`config.mk`:
```
export PLATFORM = sky130hd
export DESIGN_NAME = drive_fault_trip_manager
export DESIGN_NICKNAME = d
export VERILOG_FILES = /design/src/rtl/trip_pkg.sv /design/src/rtl/inverse_time_accum.sv /design/src/rtl/trip_priority_select.sv /design/src/rtl/drive_fault_trip_manager.sv
export SDC_FILE = /design/constraint.sdc
export NUM_CORES = 1
export LEC_CHECK = 0
export BUFFER_PORTS_ARGS = -buffer_cell sky130_fd_sc_hd__buf_2
export CAP_MARGIN = 0
export CORE_ASPECT_RATIO = 1.2
export CORE_MARGIN = 5
export CORE_UTILIZATION = 45
export CTS_BUF_LIST = sky130_fd_sc_hd__clkbuf_16
export DETAILED_ROUTE_END_ITERATION = 16
export PLACE_DENSITY_LB_ADDON = 0.25
export RECOVER_POWER = 50
export SLEW_MARGIN = 10
export SYNTH_ARGS = -nofsm -noshare
export SYNTH_HDL_FRONTEND = slang
export SYNTH_SLANG_ARGS = --single-unit
```
`constraint.sdc`:
```
create_clock -name mclk -period 6.16 [get_ports mclk]
set_input_delay 1.54 -clock mclk [delete_from_list [all_inputs] [get_ports mclk]]
set_output_delay 1.54 -clock mclk [all_outputs]
set_load 0.05 [all_outputs]
```
`src/rtl/trip_pkg.sv`:
```
/*
  Shared constants of the drive fault trip manager: register offsets, field
  positions, reset values, trip indices and timing counts.
  Assumes a 50 MHz system clock and a 16-bit register port.
*/
package trip_pkg;

  // ----------------------------------------------------------------
  // Clock and timing
  // ----------------------------------------------------------------
  localparam int unsigned CLK_HZ = 50000000;
  localparam int unsigned CYCLES_PER_MS = CLK_HZ / 1000;
  localparam int unsigned LINK_LOSS_MS = 500;
  localparam int unsigned LINK_LOSS_CYCLES = LINK_LOSS_MS * CYCLES_PER_MS;
  localparam int unsigned CHARGE_WINDOW_MS = 1000;
  localparam int unsigned CHARGE_WINDOW_CYCLES = CHARGE_WINDOW_MS * CYCLES_PER_MS;
  localparam int unsigned DRIVE_OVERLOAD_MS = 60000;
  localparam int unsigned DRIVE_OVERLOAD_CYCLES = DRIVE_OVERLOAD_MS * CYCLES_PER_MS;
  localparam int unsigned MOTOR_THERMAL_MS = 60000;
  localparam int unsigned MOTOR_THERMAL_CYCLES = MOTOR_THERMAL_MS * CYCLES_PER_MS;

  // ----------------------------------------------------------------
  // Register port
  // ----------------------------------------------------------------
  localparam int ADDR_W = 8;
  localparam int DATA_W = 16;
  localparam logic [7:0] REG_CONTROL = 8'h00;
  localparam logic [7:0] REG_OVERLOAD_ENABLE = 8'h04;
  localparam logic [7:0] REG_OVERLOAD_LEVEL = 8'h08;
  localparam logic [7:0] REG_THERMAL_ENABLE = 8'h0c;
  localparam logic [7:0] REG_PHASE_PROTECT = 8'h10;
  localparam logic [7:0] REG_RATED_CURRENT = 8'h14;
  localparam logic [7:0] REG_BRAKE_CURRENT = 8'h18;
  localparam logic [7:0] REG_RELAY_ONE = 8'h1c;
  localparam logic [7:0] REG_RELAY_TWO = 8'h20;
  localparam logic [7:0] REG_INPUT_CONFIG = 8'h24;
  localparam logic [7:0] REG_WARN_MASK = 8'h28;
  localparam logic [7:0] REG_TRIP_STATUS = 8'h2c;
  localparam logic [7:0] REG_HISTORY = 8'h30;
  localparam logic [7:0] REG_DISPLAY = 8'h34;

  // Field positions
  localparam int CTRL_RESET_BIT = 0;
  localparam int CFG_PNP_BIT = 0;
  localparam int CFG_EXT_A_BIT = 1;
  localparam int CFG_EXT_B_BIT = 2;
  localparam int PHASE_OPEN_BIT = 1;
  localparam int DISP_VALID_BIT = 15;

  // Reset values
  localparam logic [15:0] RST_ZERO = 16'h0000;
  localparam logic [15:0] RST_RATED_CURRENT = 16'h0100;
  localparam logic [15:0] RST_OVERLOAD_LEVEL = 16'h0180;
  localparam logic [15:0] RST_PHASE_PROTECT = 16'h0002;
  localparam logic [15:0] BRAKE_FUNCTION_CODE = 16'h0013;

  // ----------------------------------------------------------------
  // Trip indices and classes (index 0 is highest display priority)
  // ----------------------------------------------------------------
  localparam int NUM_TRIPS = 16;
  localparam int T_CHARGE = 0;
  localparam int T_OVER_CURRENT = 1;
  localparam int T_GROUND = 2;
  localparam int T_OVER_VOLT = 3;
  localparam int T_UNDER_VOLT = 4;
  localparam int T_MOTOR_OVERLOAD = 5;
  localparam int T_MOTOR_THERMAL = 6;
  localparam int T_DRIVE_OVERLOAD = 7;
  localparam int T_PHASE_LOSS = 8;
  localparam int T_OVERHEAT = 9;
  localparam int T_SENSOR_OPEN = 10;
  localparam int T_FAN = 11;
  localparam int T_EXT_CLOSED = 12;
  localparam int T_EXT_OPEN = 13;
  localparam int T_LINK = 14;
  localparam int T_BRAKE = 15;
  localparam logic [15:0] FATAL_MASK = 16'h0001;
  localparam logic [15:0] LEVEL_MASK = 16'h0010;
  localparam logic [15:0] LATCH_MASK = 16'hffee;

endpackage

```
`src/rtl/inverse_time_accum.sv`:
```
/*
  Inverse-time overload model: an accumulator that rises while the load is
  above its limit and falls while below, flagging when the allowance is spent.
  Assumes the over flag is synchronous to mclk.
*/
`timescale 1ns/1ps
module inverse_time_accum #(
  parameter logic [31:0] LIMIT = 32'h0000_0010
) (
  // Clock and reset
  input wire logic mclk,
  input wire logic rst,
  // Model input and result
  input wire logic over,
  output logic expired
);

  logic [31:0] acc;
  wire at_limit = (acc >= LIMIT - 32'h1);

  // Symmetric heat and cool rates keep the model simple
  always_ff @(posedge mclk) begin
    if (rst) begin
      acc <= 32'h0;
      expired <= 1'b0;
    end else begin
      if (over && !at_limit) begin
        acc <= acc + 32'h1;
      end else if (!over && acc != 32'h0) begin
        acc <= acc - 32'h1;
      end
      expired <= over && at_limit;
    end
  end

endmodule

```
`src/rtl/trip_priority_select.sv`:
```
/*
  Priority selector: picks the highest priority pending trip for display.
  Assumes index 0 is the highest priority.
*/
`timescale 1ns/1ps
module trip_priority_select
  import trip_pkg::*;
(
  // Pending trips
  input wire logic [15:0] pending,
  // Selected trip
  output logic [3:0] code,
  output logic valid
);

  // Scan from lowest to highest priority so the last hit wins
  always_comb begin
    code = 4'h0;
    valid = 1'b0;
    for (int i = NUM_TRIPS - 1; i >= 0; i--) begin
      if (pending[i]) begin
        code = 4'(i);
        valid = 1'b1;
      end
    end
  end

endmodule

```
`src/rtl/drive_fault_trip_manager.sv`:
```
/*
  Drive fault trip manager top: turns sensed fault flags into level, latch
  and fatal trips, stops the drive or warns, records history and selects
  the trip shown on the display.
  Assumes all inputs are synchronous to mclk and that rst is applied at
  power-up; rst is the only way to clear a fatal trip.
*/
`timescale 1ns/1ps
module drive_fault_trip_manager
  import trip_pkg::*;
#(
  parameter logic [31:0] LINK_LOSS_LIMIT = 32'(LINK_LOSS_CYCLES),
  parameter logic [31:0] CHARGE_WINDOW = 32'(CHARGE_WINDOW_CYCLES),
  parameter logic [31:0] DRIVE_OVERLOAD_LIMIT = 32'(DRIVE_OVERLOAD_CYCLES),
  parameter logic [31:0] MOTOR_THERMAL_LIMIT = 32'(MOTOR_THERMAL_CYCLES)
) (
  // Clock and reset
  input wire logic mclk,
  input wire logic rst,
  // Register port
  input wire logic [7:0] reg_addr,
  input wire logic [15:0] reg_wdata,
  input wire logic reg_write,
  input wire logic reg_read,
  output logic [15:0] reg_rdata,
  // Measurements
  input wire logic [15:0] output_current,
  input wire logic [15:0] motor_load,
  // Sensed fault flags
  input wire logic dc_over_voltage,
  input wire logic dc_under_voltage,
  input wire logic ground_current_high,
  input wire logic motor_heat_over,
  input wire logic phase_open,
  input wire logic drive_load_over,
  input wire logic power_unstable,
  input wire logic charge_fail,
  input wire logic heatsink_hot,
  input wire logic temp_sensor_error,
  input wire logic fan_error,
  input wire logic internal_link_ok,
  input wire logic brake_signal_active,
  // Multi-function terminals and reset terminal
  input wire logic ext_trip_a_pin,
  input wire logic ext_trip_b_pin,
  input wire logic fault_reset_pin,
  // Drive and display outputs
  output logic [15:0] trip_active,
  output logic drive_stop,
  output logic warning_out,
  output logic [3:0] display_code,
  output logic display_valid
);

  // ----------------------------------------------------------------
  // Configuration registers
  // ----------------------------------------------------------------
  logic [15:0] overload_enable_param;
  logic [15:0] overload_level;
  logic [15:0] thermal_enable_param;
  logic [15:0] phase_protect_param;
  logic [15:0] rated_current;
  logic [15:0] brake_release_current_param;
  logic [15:0] relay_one_function;
  logic [15:0] relay_two_function;
  logic [15:0] input_config;
  logic [15:0] warn_mask;
  logic [15:0] history;
  logic soft_reset;

  // Address decode
  wire wr_control = reg_write && (reg_addr == REG_CONTROL);
  wire wr_history = reg_write && (reg_addr == REG_HISTORY);

  // Plain registers; writes to read-only or unmapped offsets are ignored
  always_ff @(posedge mclk) begin
    if (rst) begin
      overload_enable_param <= RST_ZERO;
      overload_level <= RST_OVERLOAD_LEVEL;
      thermal_enable_param <= RST_ZERO;
      phase_protect_param <= RST_PHASE_PROTECT;
      rated_current <= RST_RATED_CURRENT;
      brake_release_current_param <= RST_ZERO;
      relay_one_function <= RST_ZERO;
      relay_two_function <= RST_ZERO;
      input_config <= RST_ZERO;
      warn_mask <= RST_ZERO;
    end else if (reg_write) begin
      unique case (reg_addr)
        REG_OVERLOAD_ENABLE: overload_enable_param <= reg_wdata;
        REG_OVERLOAD_LEVEL: overload_level <= reg_wdata;
        REG_THERMAL_ENABLE: thermal_enable_param <= reg_wdata;
        REG_PHASE_PROTECT: phase_protect_param <= reg_wdata;
        REG_RATED_CURRENT: rated_current <= reg_wdata;
        REG_BRAKE_CURRENT: brake_release_current_param <= reg_wdata;
        REG_RELAY_ONE: relay_one_function <= reg_wdata;
        REG_RELAY_TWO: relay_two_function <= reg_wdata;
        REG_INPUT_CONFIG: input_config <= reg_wdata;
        REG_WARN_MASK: warn_mask <= reg_wdata;
        default: ;
      endcase
    end
  end

  // Reset request from software, one cycle per write
  always_ff @(posedge mclk) begin
    if (rst) begin
      soft_reset <= 1'b0;
    end else begin
      soft_reset <= wr_control && reg_wdata[CTRL_RESET_BIT];
    end
  end

  // ----------------------------------------------------------------
  // Fault condition detection
  // ----------------------------------------------------------------
  logic [31:0] link_lost_count;
  logic [31:0] uv_window;
  logic motor_thermal_expired;
  logic drive_overload_expired;

  // Doubled rating kept at 17 bits so a large rating cannot wrap
  wire [16:0] current_limit = {rated_current, 1'b0};
  wire over_current = {1'b0, output_current} > current_limit;
  wire overload_on = overload_enable_param != RST_ZERO;
  wire motor_overload = overload_on && (motor_load > overload_level);
  wire thermal_on = thermal_enable_param != RST_ZERO;
  wire phase_on = phase_protect_param[PHASE_OPEN_BIT];

  // Terminal closed: PNP sources current (high), NPN sinks to common (low)
  wire pnp_mode = input_config[CFG_PNP_BIT];
  wire ext_a_closed = pnp_mode ? ext_trip_a_pin : ~ext_trip_a_pin;
  wire ext_b_closed = pnp_mode ? ext_trip_b_pin : ~ext_trip_b_pin;
  wire ext_a_cond = input_config[CFG_EXT_A_BIT] && ext_a_closed;
  wire ext_b_cond = input_config[CFG_EXT_B_BIT] && !ext_b_closed;

  // Brake output chosen on either relay
  wire brake_relay = (relay_one_function == BRAKE_FUNCTION_CODE) ||
                     (relay_two_function == BRAKE_FUNCTION_CODE);
  wire brake_cond = brake_relay && brake_signal_active &&
                    (output_current < brake_release_current_param);

  // Link loss counts stop at the limit, so the trip condition stays steady
  wire link_lost = link_lost_count >= LINK_LOSS_LIMIT;
  always_ff @(posedge mclk) begin
    if (rst || internal_link_ok) begin
      link_lost_count <= 32'h0;
    end else if (!link_lost) begin
      link_lost_count <= link_lost_count + 32'h1;
    end
  end

  // Window opened when under-voltage recovers; power dipping and returning
  // inside it is treated as a charging circuit risk
  wire uv_window_open = uv_window != 32'h0;
  wire uv_recovered = trip_active[T_UNDER_VOLT] && !dc_under_voltage;
  always_ff @(posedge mclk) begin
    if (rst) begin
      uv_window <= 32'h0;
    end else if (uv_recovered) begin
      uv_window <= CHARGE_WINDOW;
    end else if (uv_window_open) begin
      uv_window <= uv_window - 32'h1;
    end
  end
  wire flicker = uv_window_open && dc_under_voltage && !trip_active[T_UNDER_VOLT];

  // Inverse-time models
  inverse_time_accum #(
    .LIMIT(MOTOR_THERMAL_LIMIT)
  ) u_motor_thermal (
    .mclk(mclk),
    .rst(rst),
    .over(motor_heat_over && thermal_on),
    .expired(motor_thermal_expired)
  );

  inverse_time_accum #(
    .LIMIT(DRIVE_OVERLOAD_LIMIT)
  ) u_drive_overload (
    .mclk(mclk),
    .rst(rst),
    .over(drive_load_over),
    .expired(drive_overload_expired)
  );

  // Condition vector, one bit per trip
  logic [15:0] cond;
  assign cond[T_CHARGE] = power_unstable || charge_fail || flicker;
  assign cond[T_OVER_CURRENT] = over_current;
  assign cond[T_GROUND] = ground_current_high;
  assign cond[T_OVER_VOLT] = dc_over_voltage;
  assign cond[T_UNDER_VOLT] = dc_under_voltage;
  assign cond[T_MOTOR_OVERLOAD] = motor_overload;
  assign cond[T_MOTOR_THERMAL] = motor_thermal_expired && thermal_on;
  assign cond[T_DRIVE_OVERLOAD] = drive_overload_expired;
  assign cond[T_PHASE_LOSS] = phase_open && phase_on;
  assign cond[T_OVERHEAT] = heatsink_hot;
  assign cond[T_SENSOR_OPEN] = temp_sensor_error;
  assign cond[T_FAN] = fan_error;
  assign cond[T_EXT_CLOSED] = ext_a_cond;
  assign cond[T_EXT_OPEN] = ext_b_cond;
  assign cond[T_LINK] = link_lost;
  assign cond[T_BRAKE] = brake_cond;

  // ----------------------------------------------------------------
  // Trip classes
  // ----------------------------------------------------------------
  // A reset request only drops latch trips; a present condition sets again,
  // so set always wins over the clear
  wire reset_req = soft_reset || fault_reset_pin;
  wire [15:0] keep_mask = reset_req ? FATAL_MASK : (FATAL_MASK | LATCH_MASK);
  wire [15:0] next_trip = cond | (trip_active & keep_mask);

  // Level trips never reach the history
  wire [15:0] new_events = next_trip & ~trip_active & ~LEVEL_MASK;
  wire [15:0] hist_clear = wr_history ? reg_wdata : RST_ZERO;
  wire [15:0] next_history = (history & ~hist_clear) | new_events;

  // Selection for display
  logic [3:0] sel_code;
  logic sel_valid;
  trip_priority_select u_select (
    .pending(next_trip),
    .code(sel_code),
    .valid(sel_valid)
  );

  // Trips masked as warnings keep the drive running
  wire next_stop = |(next_trip & ~warn_mask);
  wire next_warn = |(next_trip & warn_mask);

  always_ff @(posedge mclk) begin
    if (rst) begin
      trip_active <= RST_ZERO;
      history <= RST_ZERO;
      drive_stop <= 1'b0;
      warning_out <= 1'b0;
      display_code <= 4'h0;
      display_valid <= 1'b0;
    end else begin
      trip_active <= next_trip;
      history <= next_history;
      drive_stop <= next_stop;
      warning_out <= next_warn;
      display_code <= sel_code;
      display_valid <= sel_valid;
    end
  end

  // ----------------------------------------------------------------
  // Read path
  // ----------------------------------------------------------------
  // Read data stands one cycle after the strobe, zero otherwise
  logic [15:0] read_mux;
  wire [15:0] display_word = {display_valid, 11'h000, display_code};
  always_comb begin
    read_mux = RST_ZERO;
    unique case (reg_addr)
      REG_OVERLOAD_ENABLE: read_mux = overload_enable_param;
      REG_OVERLOAD_LEVEL: read_mux = overload_level;
      REG_THERMAL_ENABLE: read_mux = thermal_enable_param;
      REG_PHASE_PROTECT: read_mux = phase_protect_param;
      REG_RATED_CURRENT: read_mux = rated_current;
      REG_BRAKE_CURRENT: read_mux = brake_release_current_param;
      REG_RELAY_ONE: read_mux = relay_one_function;
      REG_RELAY_TWO: read_mux = relay_two_function;
      REG_INPUT_CONFIG: read_mux = input_config;
      REG_WARN_MASK: read_mux = warn_mask;
      REG_TRIP_STATUS: read_mux = trip_active;
      REG_HISTORY: read_mux = history;
      REG_DISPLAY: read_mux = display_word;
      default: read_mux = RST_ZERO;
    endcase
  end

  always_ff @(posedge mclk) begin
    if (rst) begin
      reg_rdata <= RST_ZERO;
    end else begin
      reg_rdata <= reg_read ? read_mux : RST_ZERO;
    end
  end

endmodule

```
==> metrics.yaml, run 1 <==
power_frac_seq_pct: 34.1
initial_core_util_pct: 45.6
fin_crit_ns: 5.51
syn_inst: 2389
core_area_sq_um: 40800
p_per_area_nw_per_um2: 391
num_io_pins: 115
nFillCells: 3959
skew_ns: 0.0173
slew_viol_final: 85
avgRoutedWirePerCell_um: 20.2
required_ns: 6.60
ys_types: 73
portBuffers: 114
first_pass_iters: 8
grt.total_usage_pct: 25.7
synth_edf_count: 0
switching_power_mw: 2.94
period_share_pct: 89.4
post_dp_cell_area_sq_um: 19600
clockPowerShare_pct: 29.6
worst_pin_slew_ns: 4.18
worstPathMaxFanout: 85
synth.cell_area_sq_um: 18600
setup_tns_ns: 0
r2r-start: "u_drive_overload.acc[17]"
cap_viol_max_count: 1
antenna_left: 0
fin_area_sq_um: 20800
synth-xor-area-share_pct: 4.32
vias: 18000
dieHeight_um: 233
status: "complete, but fails checks"
synth_most_common_cell: "nand2_1"
h-tree-depth: 2
peakVddDrop_uv: 376
multi_input_area_sq_um: 10900
die_w_um: 196
setup_viol: 0
cts_buffers: 38
combPwrFrac_pct: 36.3
gp_congestion: 0.951
viasPerCell: 5.99
r2r-end: "u_drive_overload.acc[31]"
rsz0062_at_grt: "false"
arrival_ns: 5.94
violations: "capacitance limit, slew limit"
crit_path_end_kind: "register"
yosysTopAreaCellShare_pct: 37.2
swShare_pct: 36.0
dp_hpwl_um: 43900
synth_top_cells_by_count: "nand2_1 (451), dfxtp_1 (346), a21oi_1 (312)"
initialDrtViolationCount: 1811
hold_path_depth: 2
wirelength_um: 60900
ff2ff_path_depth: 15
slew_headroom_pct: -179
whs_endpoint: "phase_protect_param[4]"
cts_setup_buffers: 0
min_from: "phase_protect_param[4]"
synth_top_family_by_area: "simple AND/OR/NAND/NOR gates"
grt_max_degree: 152
regArea_sq_um: 6930
syn_area_per_cell_sq_um: 7.80
reg2reg_slack_ns: 1.05
synth-compound-area-share_pct: 22.3
clkTransAtPathRegs_ns: 0.06
cts_tree: "done"
hold_viol_final: 0
synth.net_count: 2576
netlist_top_cells_area: "dfxtp_1 (37%), nand2_1 (9.1%), a21oi_1 (8.4%), ha_1 (7.3%), nor2_1 (3.8%)"
cts_buffer_depth: 3
fin_util_pct: 51.0
ys_ff_latch: 346
cts-resized-gates: 0
yosys.area.top_type: "dfxtp_1"
critical_path_class: "in -> reg"
grt_pass1_vias: 17400
antenna_found_initial: 6
synth.area.mux_share_pct: 0.228
core.rowCount: 81
synthAdderAreaFrac_pct: 7.53
yosys_most_used_dff: "dfxtp_1"
leakage_nw: 7.56
synth-simple-area-share_pct: 24.2
fin_nets: 2624
critPathLaunchType: "primary input"
root_buffer: "clkbuf_16"
syn2layout_area_growth_pct: 11.9
insertion_delay_ns: 0.55
timing.fmax_mhz: 182
grt_overflow_total: 0
grt_pass1_wl_um: 94900
drive_gt1_share_pct: 7.62
holdCritPathClass: "reg -> reg"
drc_errors: 0
cts_hold_buffers: 0
synthArstFlopShare_pct: 0
dieArea_sq_um: 45600
intPower_mw: 5.21
yosys_warnings: 0
clkSinkCount: 346
ys_seq_area_share_pct: 37.2
worst max-delay path, stage by stage:
cell	delay (ns)
clkbuf_1	2.88
buf_4	0.88
nor2b_1	0.11
o2111a_1	0.16
a211o_1	0.26
worst max-delay path by stage:
stage | from | end | slack [ns] | cells after the start
floorplan | drive_load_over | u_drive_overload.acc[31] | 1.48 | 11
global placement | drive_load_over | u_drive_overload.acc[31] | 0.93 | 12
detailed placement | drive_load_over | u_drive_overload.acc[31] | 0.90 | 12
CTS | u_drive_overload.acc[17] | u_drive_overload.acc[31] | 1.08 | 15
global route | rst | u_motor_thermal.acc[28] | 0.45 | 5
finish | rst | u_motor_thermal.acc[28] | 0.65 | 5
per-layer routing:
layer / global-route usage [%] / wire length, um / part of all wire [%] / up-vias
met2: 43.7 / 28300 / 47 / 694
met4: 13.6 / 4120 / 6.8 / 6
met1: 31.0 / 23900 / 39 / 8480
met3: 4.55 / 4500 / 7.4 / 202
li1: - / - / - / 8644
met5: 0 / 53 / 0.087 / -
logic make-up after synthesis:
family / count (synthesis)
xor gates and xnor gates: 92
buffers and inverters: 207
adders and majority gates: 111
DFF: 346
AOI/OAI and AO/OA: 654
and+or+nand+nor: 975
muxes: 4
stage by stage:
stage | hold slack, ns | setup WS (ns) | cells | power (mW)
after global routing | 0.476 | 0.451 | 3007 | 8.66
final | 0.454 | 0.655 | 3008 | 8.15
after CTS | 0.455 | 1.08 | 3005 | 8.15
after global placement | 0.437 | 0.934 | 2936 | 5.66
after floorplan | 0.426 | 1.48 | 2389 | 5.12
after detailed placement | 0.446 | 0.900 | 2936 | 5.73
state kept, by name, summed over array words and instances, names as in the netlist, 4 cells and up:
register and count:
brake_release_current_param 16, display_code 4, history 16, input_config 16, link_lost_count 32, overload_enable_param 16
overload_level 16, phase_protect_param 16, rated_current 16, reg_rdata 16, relay_one_function 16, relay_two_function 16
thermal_enable_param 16, trip_active 16, u_drive_overload.acc 32, u_motor_thermal.acc 32, uv_window 32, warn_mask 16
cells in the final DEF, fill, tap and decap left out, types with 27 or more instances in the layout:
master and n:
a211oi_1 28, a21o_1 32, a21oi_1 311, a222oi_1 27, a22oi_1 58, buf_2 74, clkbuf_1 40, clkbuf_16 39
dfxtp_1 346, ha_1 109, inv_1 82, nand2_1 451, nand3_1 73, nand4_1 27, nor2_1 185, nor3_1 31
nor4_1 32, o21ai_0 52, xnor2_1 59, xor2_1 33
power by group through the flow:
stage,sequential [mW],combinational [mW],clock [mW]
finish,2.78,2.96,2.41
global route,2.81,3.31,2.54
CTS,2.77,2.94,2.45
detailed placement,2.82,2.91,0
global placement,2.81,2.86,0
floorplan,2.74,2.38,0
layout make-up:
type,instances,area share (%)
well taps,539,3.24
flip-flops and latches,346,33.2
clock buffers,39,4.68
inverters,80,1.44
clock inverters,30,1.61
repair buffers,135,3.31
multi-input cells,1836,52.4
diodes,3,0.0360
Note: power is estimated with default switching activity, not from simulation.
==> inputs of run 2 (changes only) <==
--- a/config.mk
+++ b/config.mk
@@ -7,7 +7,6 @@
 export LEC_CHECK = 0
 export BUFFER_PORTS_ARGS = -buffer_cell sky130_fd_sc_hd__buf_2
 export CAP_MARGIN = 0
-export CORE_ASPECT_RATIO = 1.2
 export CORE_MARGIN = 5
 export CORE_UTILIZATION = 45
 export CTS_BUF_LIST = sky130_fd_sc_hd__clkbuf_16
==> constraint.sdc (replaced) <==
create_clock -name mclk -period 5.26 [get_ports mclk]
set_input_delay 1.315 -clock mclk [delete_from_list [all_inputs] [get_ports mclk]]
set_output_delay 1.315 -clock mclk [all_outputs]
set_load 0.05 [all_outputs]
==> metrics.yaml, run 2 (same netlist as run 1, synthesis figures left out) <==
timing.fmax_mhz: 205
dp_hpwl_um: 44200
drc_errors: 0
setup_viol: 0
power_frac_seq_pct: 34.4
clockPowerShare_pct: 28.6
hold_viol_final: 0
grt.total_usage_pct: 25.9
final_cell_mix: "nand2_1 (451), dfxtp_1 (346), a21oi_1 (311)"
syn2layout_area_growth_pct: 11.7
viasPerCell: 6.03
dp_cells: 2935
leakage_nw: 7.60
worst_pin_slew_ns: 3.55
num_io_pins: 115
grt_pass1_vias: 16900
root_buffer: "clkbuf_16"
rsz0062_at_grt: "false"
first_pass_iters: 8
arrival_ns: 5.24
wirelength_um: 61300
fin_crit_ns: 4.87
switching_power_mw: 3.43
cts_buffers: 39
setup_tns_ns: 0
combPwrFrac_pct: 37.0
portBuffers: 114
cts_setup_buffers: 0
cts_hold_buffers: 0
grt_max_degree: 167
vias: 18100
initial_core_util_pct: 45.5
insertion_delay_ns: 0.57
intPower_mw: 6.01
period_share_pct: 92.5
grt_pass1_wl_um: 94000
p_per_area_nw_per_um2: 453
dieHeight_um: 213
core.rowCount: 74
holdCritPathClass: "reg -> reg"
gp_congestion: 0.962
nFillCells: 3965
initialDrtViolationCount: 2150
grt_overflow_total: 0
core_area_sq_um: 40900
status: "complete, but fails checks"
stdcell_count: 3006
slew_headroom_pct: -136
worstPathMaxFanout: 88
violations: "capacitance limit, slew limit"
h-tree-depth: 2
peakVddDrop_uv: 379
crit_path_end_kind: "register"
drive_gt1_share_pct: 7.44
dieArea_sq_um: 45600
cts_tree: "done"
swShare_pct: 36.4
skew_ns: 0.0248
antenna_left: 0
critical_path_class: "in -> reg"
cts_buffer_depth: 3
final_common_cell: "nand2_1"
clkTransAtPathRegs_ns: 0.06
critPathLaunchType: "primary input"
cts-resized-gates: 0
slew_viol_final: 88
antenna_found_initial: 8
die_w_um: 213
fin_nets: 2631
required_ns: 5.64
clkSinkCount: 346
avgRoutedWirePerCell_um: 20.4
cap_viol_max_count: 1
-- run 2: cell count changes in the layout (fill, tap and decap cells not counted), sizes merged --
cell / delta
clkinvlp: -7
buf: +5
inv: +5
clkinv: +4
bufinv: -2
clkdlybuf4s25: +1
diode: -1
-- run 2: power groups by stage --
stage	Sequential, mW	Clock (mW)	Combinational (mW)
after global routing	3.28	2.87	3.89
after detailed placement	3.29	0	3.42
after CTS	3.24	2.75	3.45
final	3.24	2.70	3.49
after floorplan	3.21	0	2.78
after global placement	3.28	0	3.36
-- run 2: cell type report --
| cell class | instances | area, sq um | share of cell area (%) |
|---|---|---|---|
| diodes | 2 | 5.00 | 0.0240 |
| clock buffers | 39 | 976 | 4.69 |
| clock inverters | 30 | 278 | 1.33 |
| inverters | 80 | 300 | 1.44 |
| multi-input cells | 1836 | 10900 | 52.5 |
| flip-flops and latches | 346 | 6930 | 33.3 |
| well taps | 532 | 666 | 3.20 |
| repair buffers | 141 | 739 | 3.55 |
-- run 2: metal layers --
metal / global-route usage (%) / vias to the layer above / part of all wire [%]
li1: - / 8648 / -
met1: 34.2 / 8475 / 41
met2: 41.1 / 831 / 44
met3: 6.88 / 156 / 11
met4: 9.36 / 12 / 4.0
met5: 0 / - / 0.11
-- run 2: critical path: stages --
cell             delay, ns
clkdlybuf4s25_1       2.64
nand4b_1              0.31
a211o_1               0.63
a31oi_1               0.23
-- run 2: final timing paths --
path / startpoint / to / slack (ns) / depth (start not counted)
min: history[4] / history[4] / 0.45 / 2
min reg2reg: history[4] / history[4] / 0.45 / 2
max: rst / reg_rdata[0] / 0.39 / 4
max reg2reg: u_drive_overload.acc[11] / u_drive_overload.acc[31] / 0.47 / 16
-- run 2: through the flow --
step                utilization (%)  setup slack (ns)  hold WS [ns]  cell area (sq um)  total power, mW
floorplan                         -             0.810         0.426              18600             5.99
global placement               47.9             0.644         0.435              19600             6.64
detailed placement             47.9             0.545         0.442              19600             6.71
CTS                            51.0             0.537         0.449              20900             9.45
global route                   50.9             0.159         0.471              20800             10.1
finish                         50.9             0.392         0.450              20800             9.44
==> inputs of run 3 (changes only) <==
--- a/config.mk
+++ b/config.mk
@@ -10,10 +10,12 @@
 export CORE_MARGIN = 5
 export CORE_UTILIZATION = 45
 export CTS_BUF_LIST = sky130_fd_sc_hd__clkbuf_16
+export CTS_CLUSTER_SIZE = 28
 export DETAILED_ROUTE_END_ITERATION = 16
 export PLACE_DENSITY_LB_ADDON = 0.25
 export RECOVER_POWER = 50
 export SLEW_MARGIN = 10
 export SYNTH_ARGS = -nofsm -noshare
 export SYNTH_HDL_FRONTEND = slang
+export SYNTH_HIERARCHICAL = 1
 export SYNTH_SLANG_ARGS = --single-unit
==> metrics.yaml, run 3 <==
dp_cells: 2933
timing.fmax_mhz: 203
crit_cells: 16
arrival_ns: 5.35
core_area_sq_um: 42000
yosys_warnings: 6
skew_ns: 0.0150
leakage_nw: 8.27
final_common_cell: "nand2_1"
holdCritPathClass: "reg -> reg"
avgRoutedWirePerCell_um: 20.8
h-tree-depth: 2
synth.net_count: 2568
path_cells: "or4_1 -> or2_0 -> or4_1 -> o22ai_2 -> or2_4 -> inv_1 -> fa_1 -> nor2b_1 -> o2111ai_1 -> a2111oi_2 -> nor4_1 -> o2111ai_1 -> a41oi_1 -> o21ai_1 -> nor4_1 -> a311o_1"
antenna_left: 0
grt_overflow_total: 0
cpMaxStageDelayCell: "or4_1"
period_share_pct: 93.6
yosysTopAreaCellShare_pct: 36.1
cts_tree: "done"
first_pass_iters: 7
cpLargestDelayFamily: "compound AO/OA/AOI/OAI gates"
dieHeight_um: 216
synthArstFlopShare_pct: 0
peakVddDrop_uv: 206
root_buffer: "clkbuf_16"
gp_congestion: 0.984
cts-resized-gates: 0
portBuffers: 114
ys_types: 100
synth.cell_area_sq_um: 19200
hold_path_depth: 2
grt_pass1_wl_um: 96500
hold_viol_final: 0
die_w_um: 216
ys_seq_area_share_pct: 36.1
synth_edf_count: 0
fin_crit_ns: 4.92
initial_core_util_pct: 45.6
highest_layer: "met4"
rsz0062_at_grt: "false"
cts_buffer_depth: 3
synth_most_common_cell: "nand2_1"
grt_pass1_vias: 17400
synth_top_cells_by_count: "nand2_1 (349), dfxtp_1 (346), a21oi_1 (275)"
fin_area_sq_um: 21200
dp_hpwl_um: 44900
core.rowCount: 75
netlist_top_cells_area: "dfxtp_1 (36%), a21oi_1 (7.2%), ha_1 (7.2%), nand2_1 (6.8%), nor2_1 (4.0%)"
slew_viol_final: 113
worstPathMaxFanout: 12
syn_inst: 2380
met1_length_um: 25500
setup_tns_ns: 0
drc_errors: 0
cts_setup_buffers: 0
fin_util_pct: 50.3
ff2ff_path_depth: 16
yosys.area.top_type: "dfxtp_1"
worst_pin_slew_ns: 3.62
post_dp_cell_area_sq_um: 20100
drive_gt1_share_pct: 7.52
setup_viol: 0
num_io_pins: 115
dr_wl_met3_um: 5590
cts_buffers: 38
syn2layout_area_growth_pct: 10.3
cap_viol_max_count: 2
initialDrtViolationCount: 2208
viasPerCell: 6.18
required_ns: 5.68
clkSinkCount: 346
slew_headroom_pct: -141
syn_area_per_cell_sq_um: 8.06
vias: 18500
power_mw: 9.50
status: "complete, but fails checks"
grt_max_degree: 128
fin_nets: 2623
grt.total_usage_pct: 25.2
stdcell_count: 3000
p_per_area_nw_per_um2: 449
met2_wirelength_um: 28000
critPathLaunchType: "register"
crit_path_end_kind: "register"
cts_hold_buffers: 0
violations: "capacitance limit, slew limit"
max_stage_delay_ns: 0.58
critPathBufInv: 1
ys_ff_latch: 346
final_cell_mix: "nand2_1 (349), dfxtp_1 (346), a21oi_1 (275)"
critical_path_class: "reg -> reg"
clkTransAtPathRegs_ns: 0.06
antenna_found_initial: 1
wirelength_um: 62300
insertion_delay_ns: 0.54
dieArea_sq_um: 46900
yosys_most_used_dff: "dfxtp_1"
==> run 3: metal layers <==
metal | up-vias | track usage (%)
met4 | 0 | 11.9
met2 | 877 | 40.2
met1 | 8748 | 33.1
met3 | 178 | 4.55
met5 | - | 0
li1 | 8731 | -
==> run 3: through the flow <==
step / hold WS (ns) / worst slack (ns)
6_report: 0.436 / 0.336
5_1_grt: 0.472 / 0.0248
4_1_cts: 0.434 / 0.329
3_5_place_dp: 0.425 / 0.361
3_3_place_gp: 0.418 / 0.427
2_1_floorplan: 0.412 / 0.834
==> run 3: final timing paths <==
| kind | slack [ns] | to | start |
|---|---|---|---|
| max | 0.34 | u_motor_thermal/acc[30] | u_motor_thermal/acc[16] |
| min | 0.44 | history[4] | history[4] |
| max reg2reg | 0.34 | u_motor_thermal/acc[30] | u_motor_thermal/acc[16] |
| min reg2reg | 0.44 | history[4] | history[4] |
==> run 3: layout make-up <==
type                    instances  area [sq um]
well taps                     539           674
inverters                      88           330
flip-flops and latches        346          6930
fillers                      4076         20900
clock inverters                25           163
diodes                          2          5.00
multi-input cells            1818         11300
repair buffers                143           734
clock buffers                  39           976
==> run 3: report_power, final <==
group          switching (mW)  internal (mW)  total (mW)
Combinational            2.07           1.63        3.71
Clock                    1.08           1.43        2.51
Sequential              0.357           2.93        3.29
Total                    3.51           6.00        9.50
==> run 3: worst min-delay path, cell delays in order (launching register included) <==
cell and delay [ns]:
dfxtp_1 0.31, nand2_1 0.05, a21oi_1 0.03
==> run 3: cells by family after synthesis <==
logic type	Yosys count	synth area share [%]
buffers and inverters	217	4.59
adder cells (fa/ha/maj)	112	7.38
AND/OR/NAND/NOR	942	23.7
flip-flops	346	36.1
AO/OA/AOI/OAI	619	21.3
multiplexers	57	3.03
XOR/XNOR	87	3.97
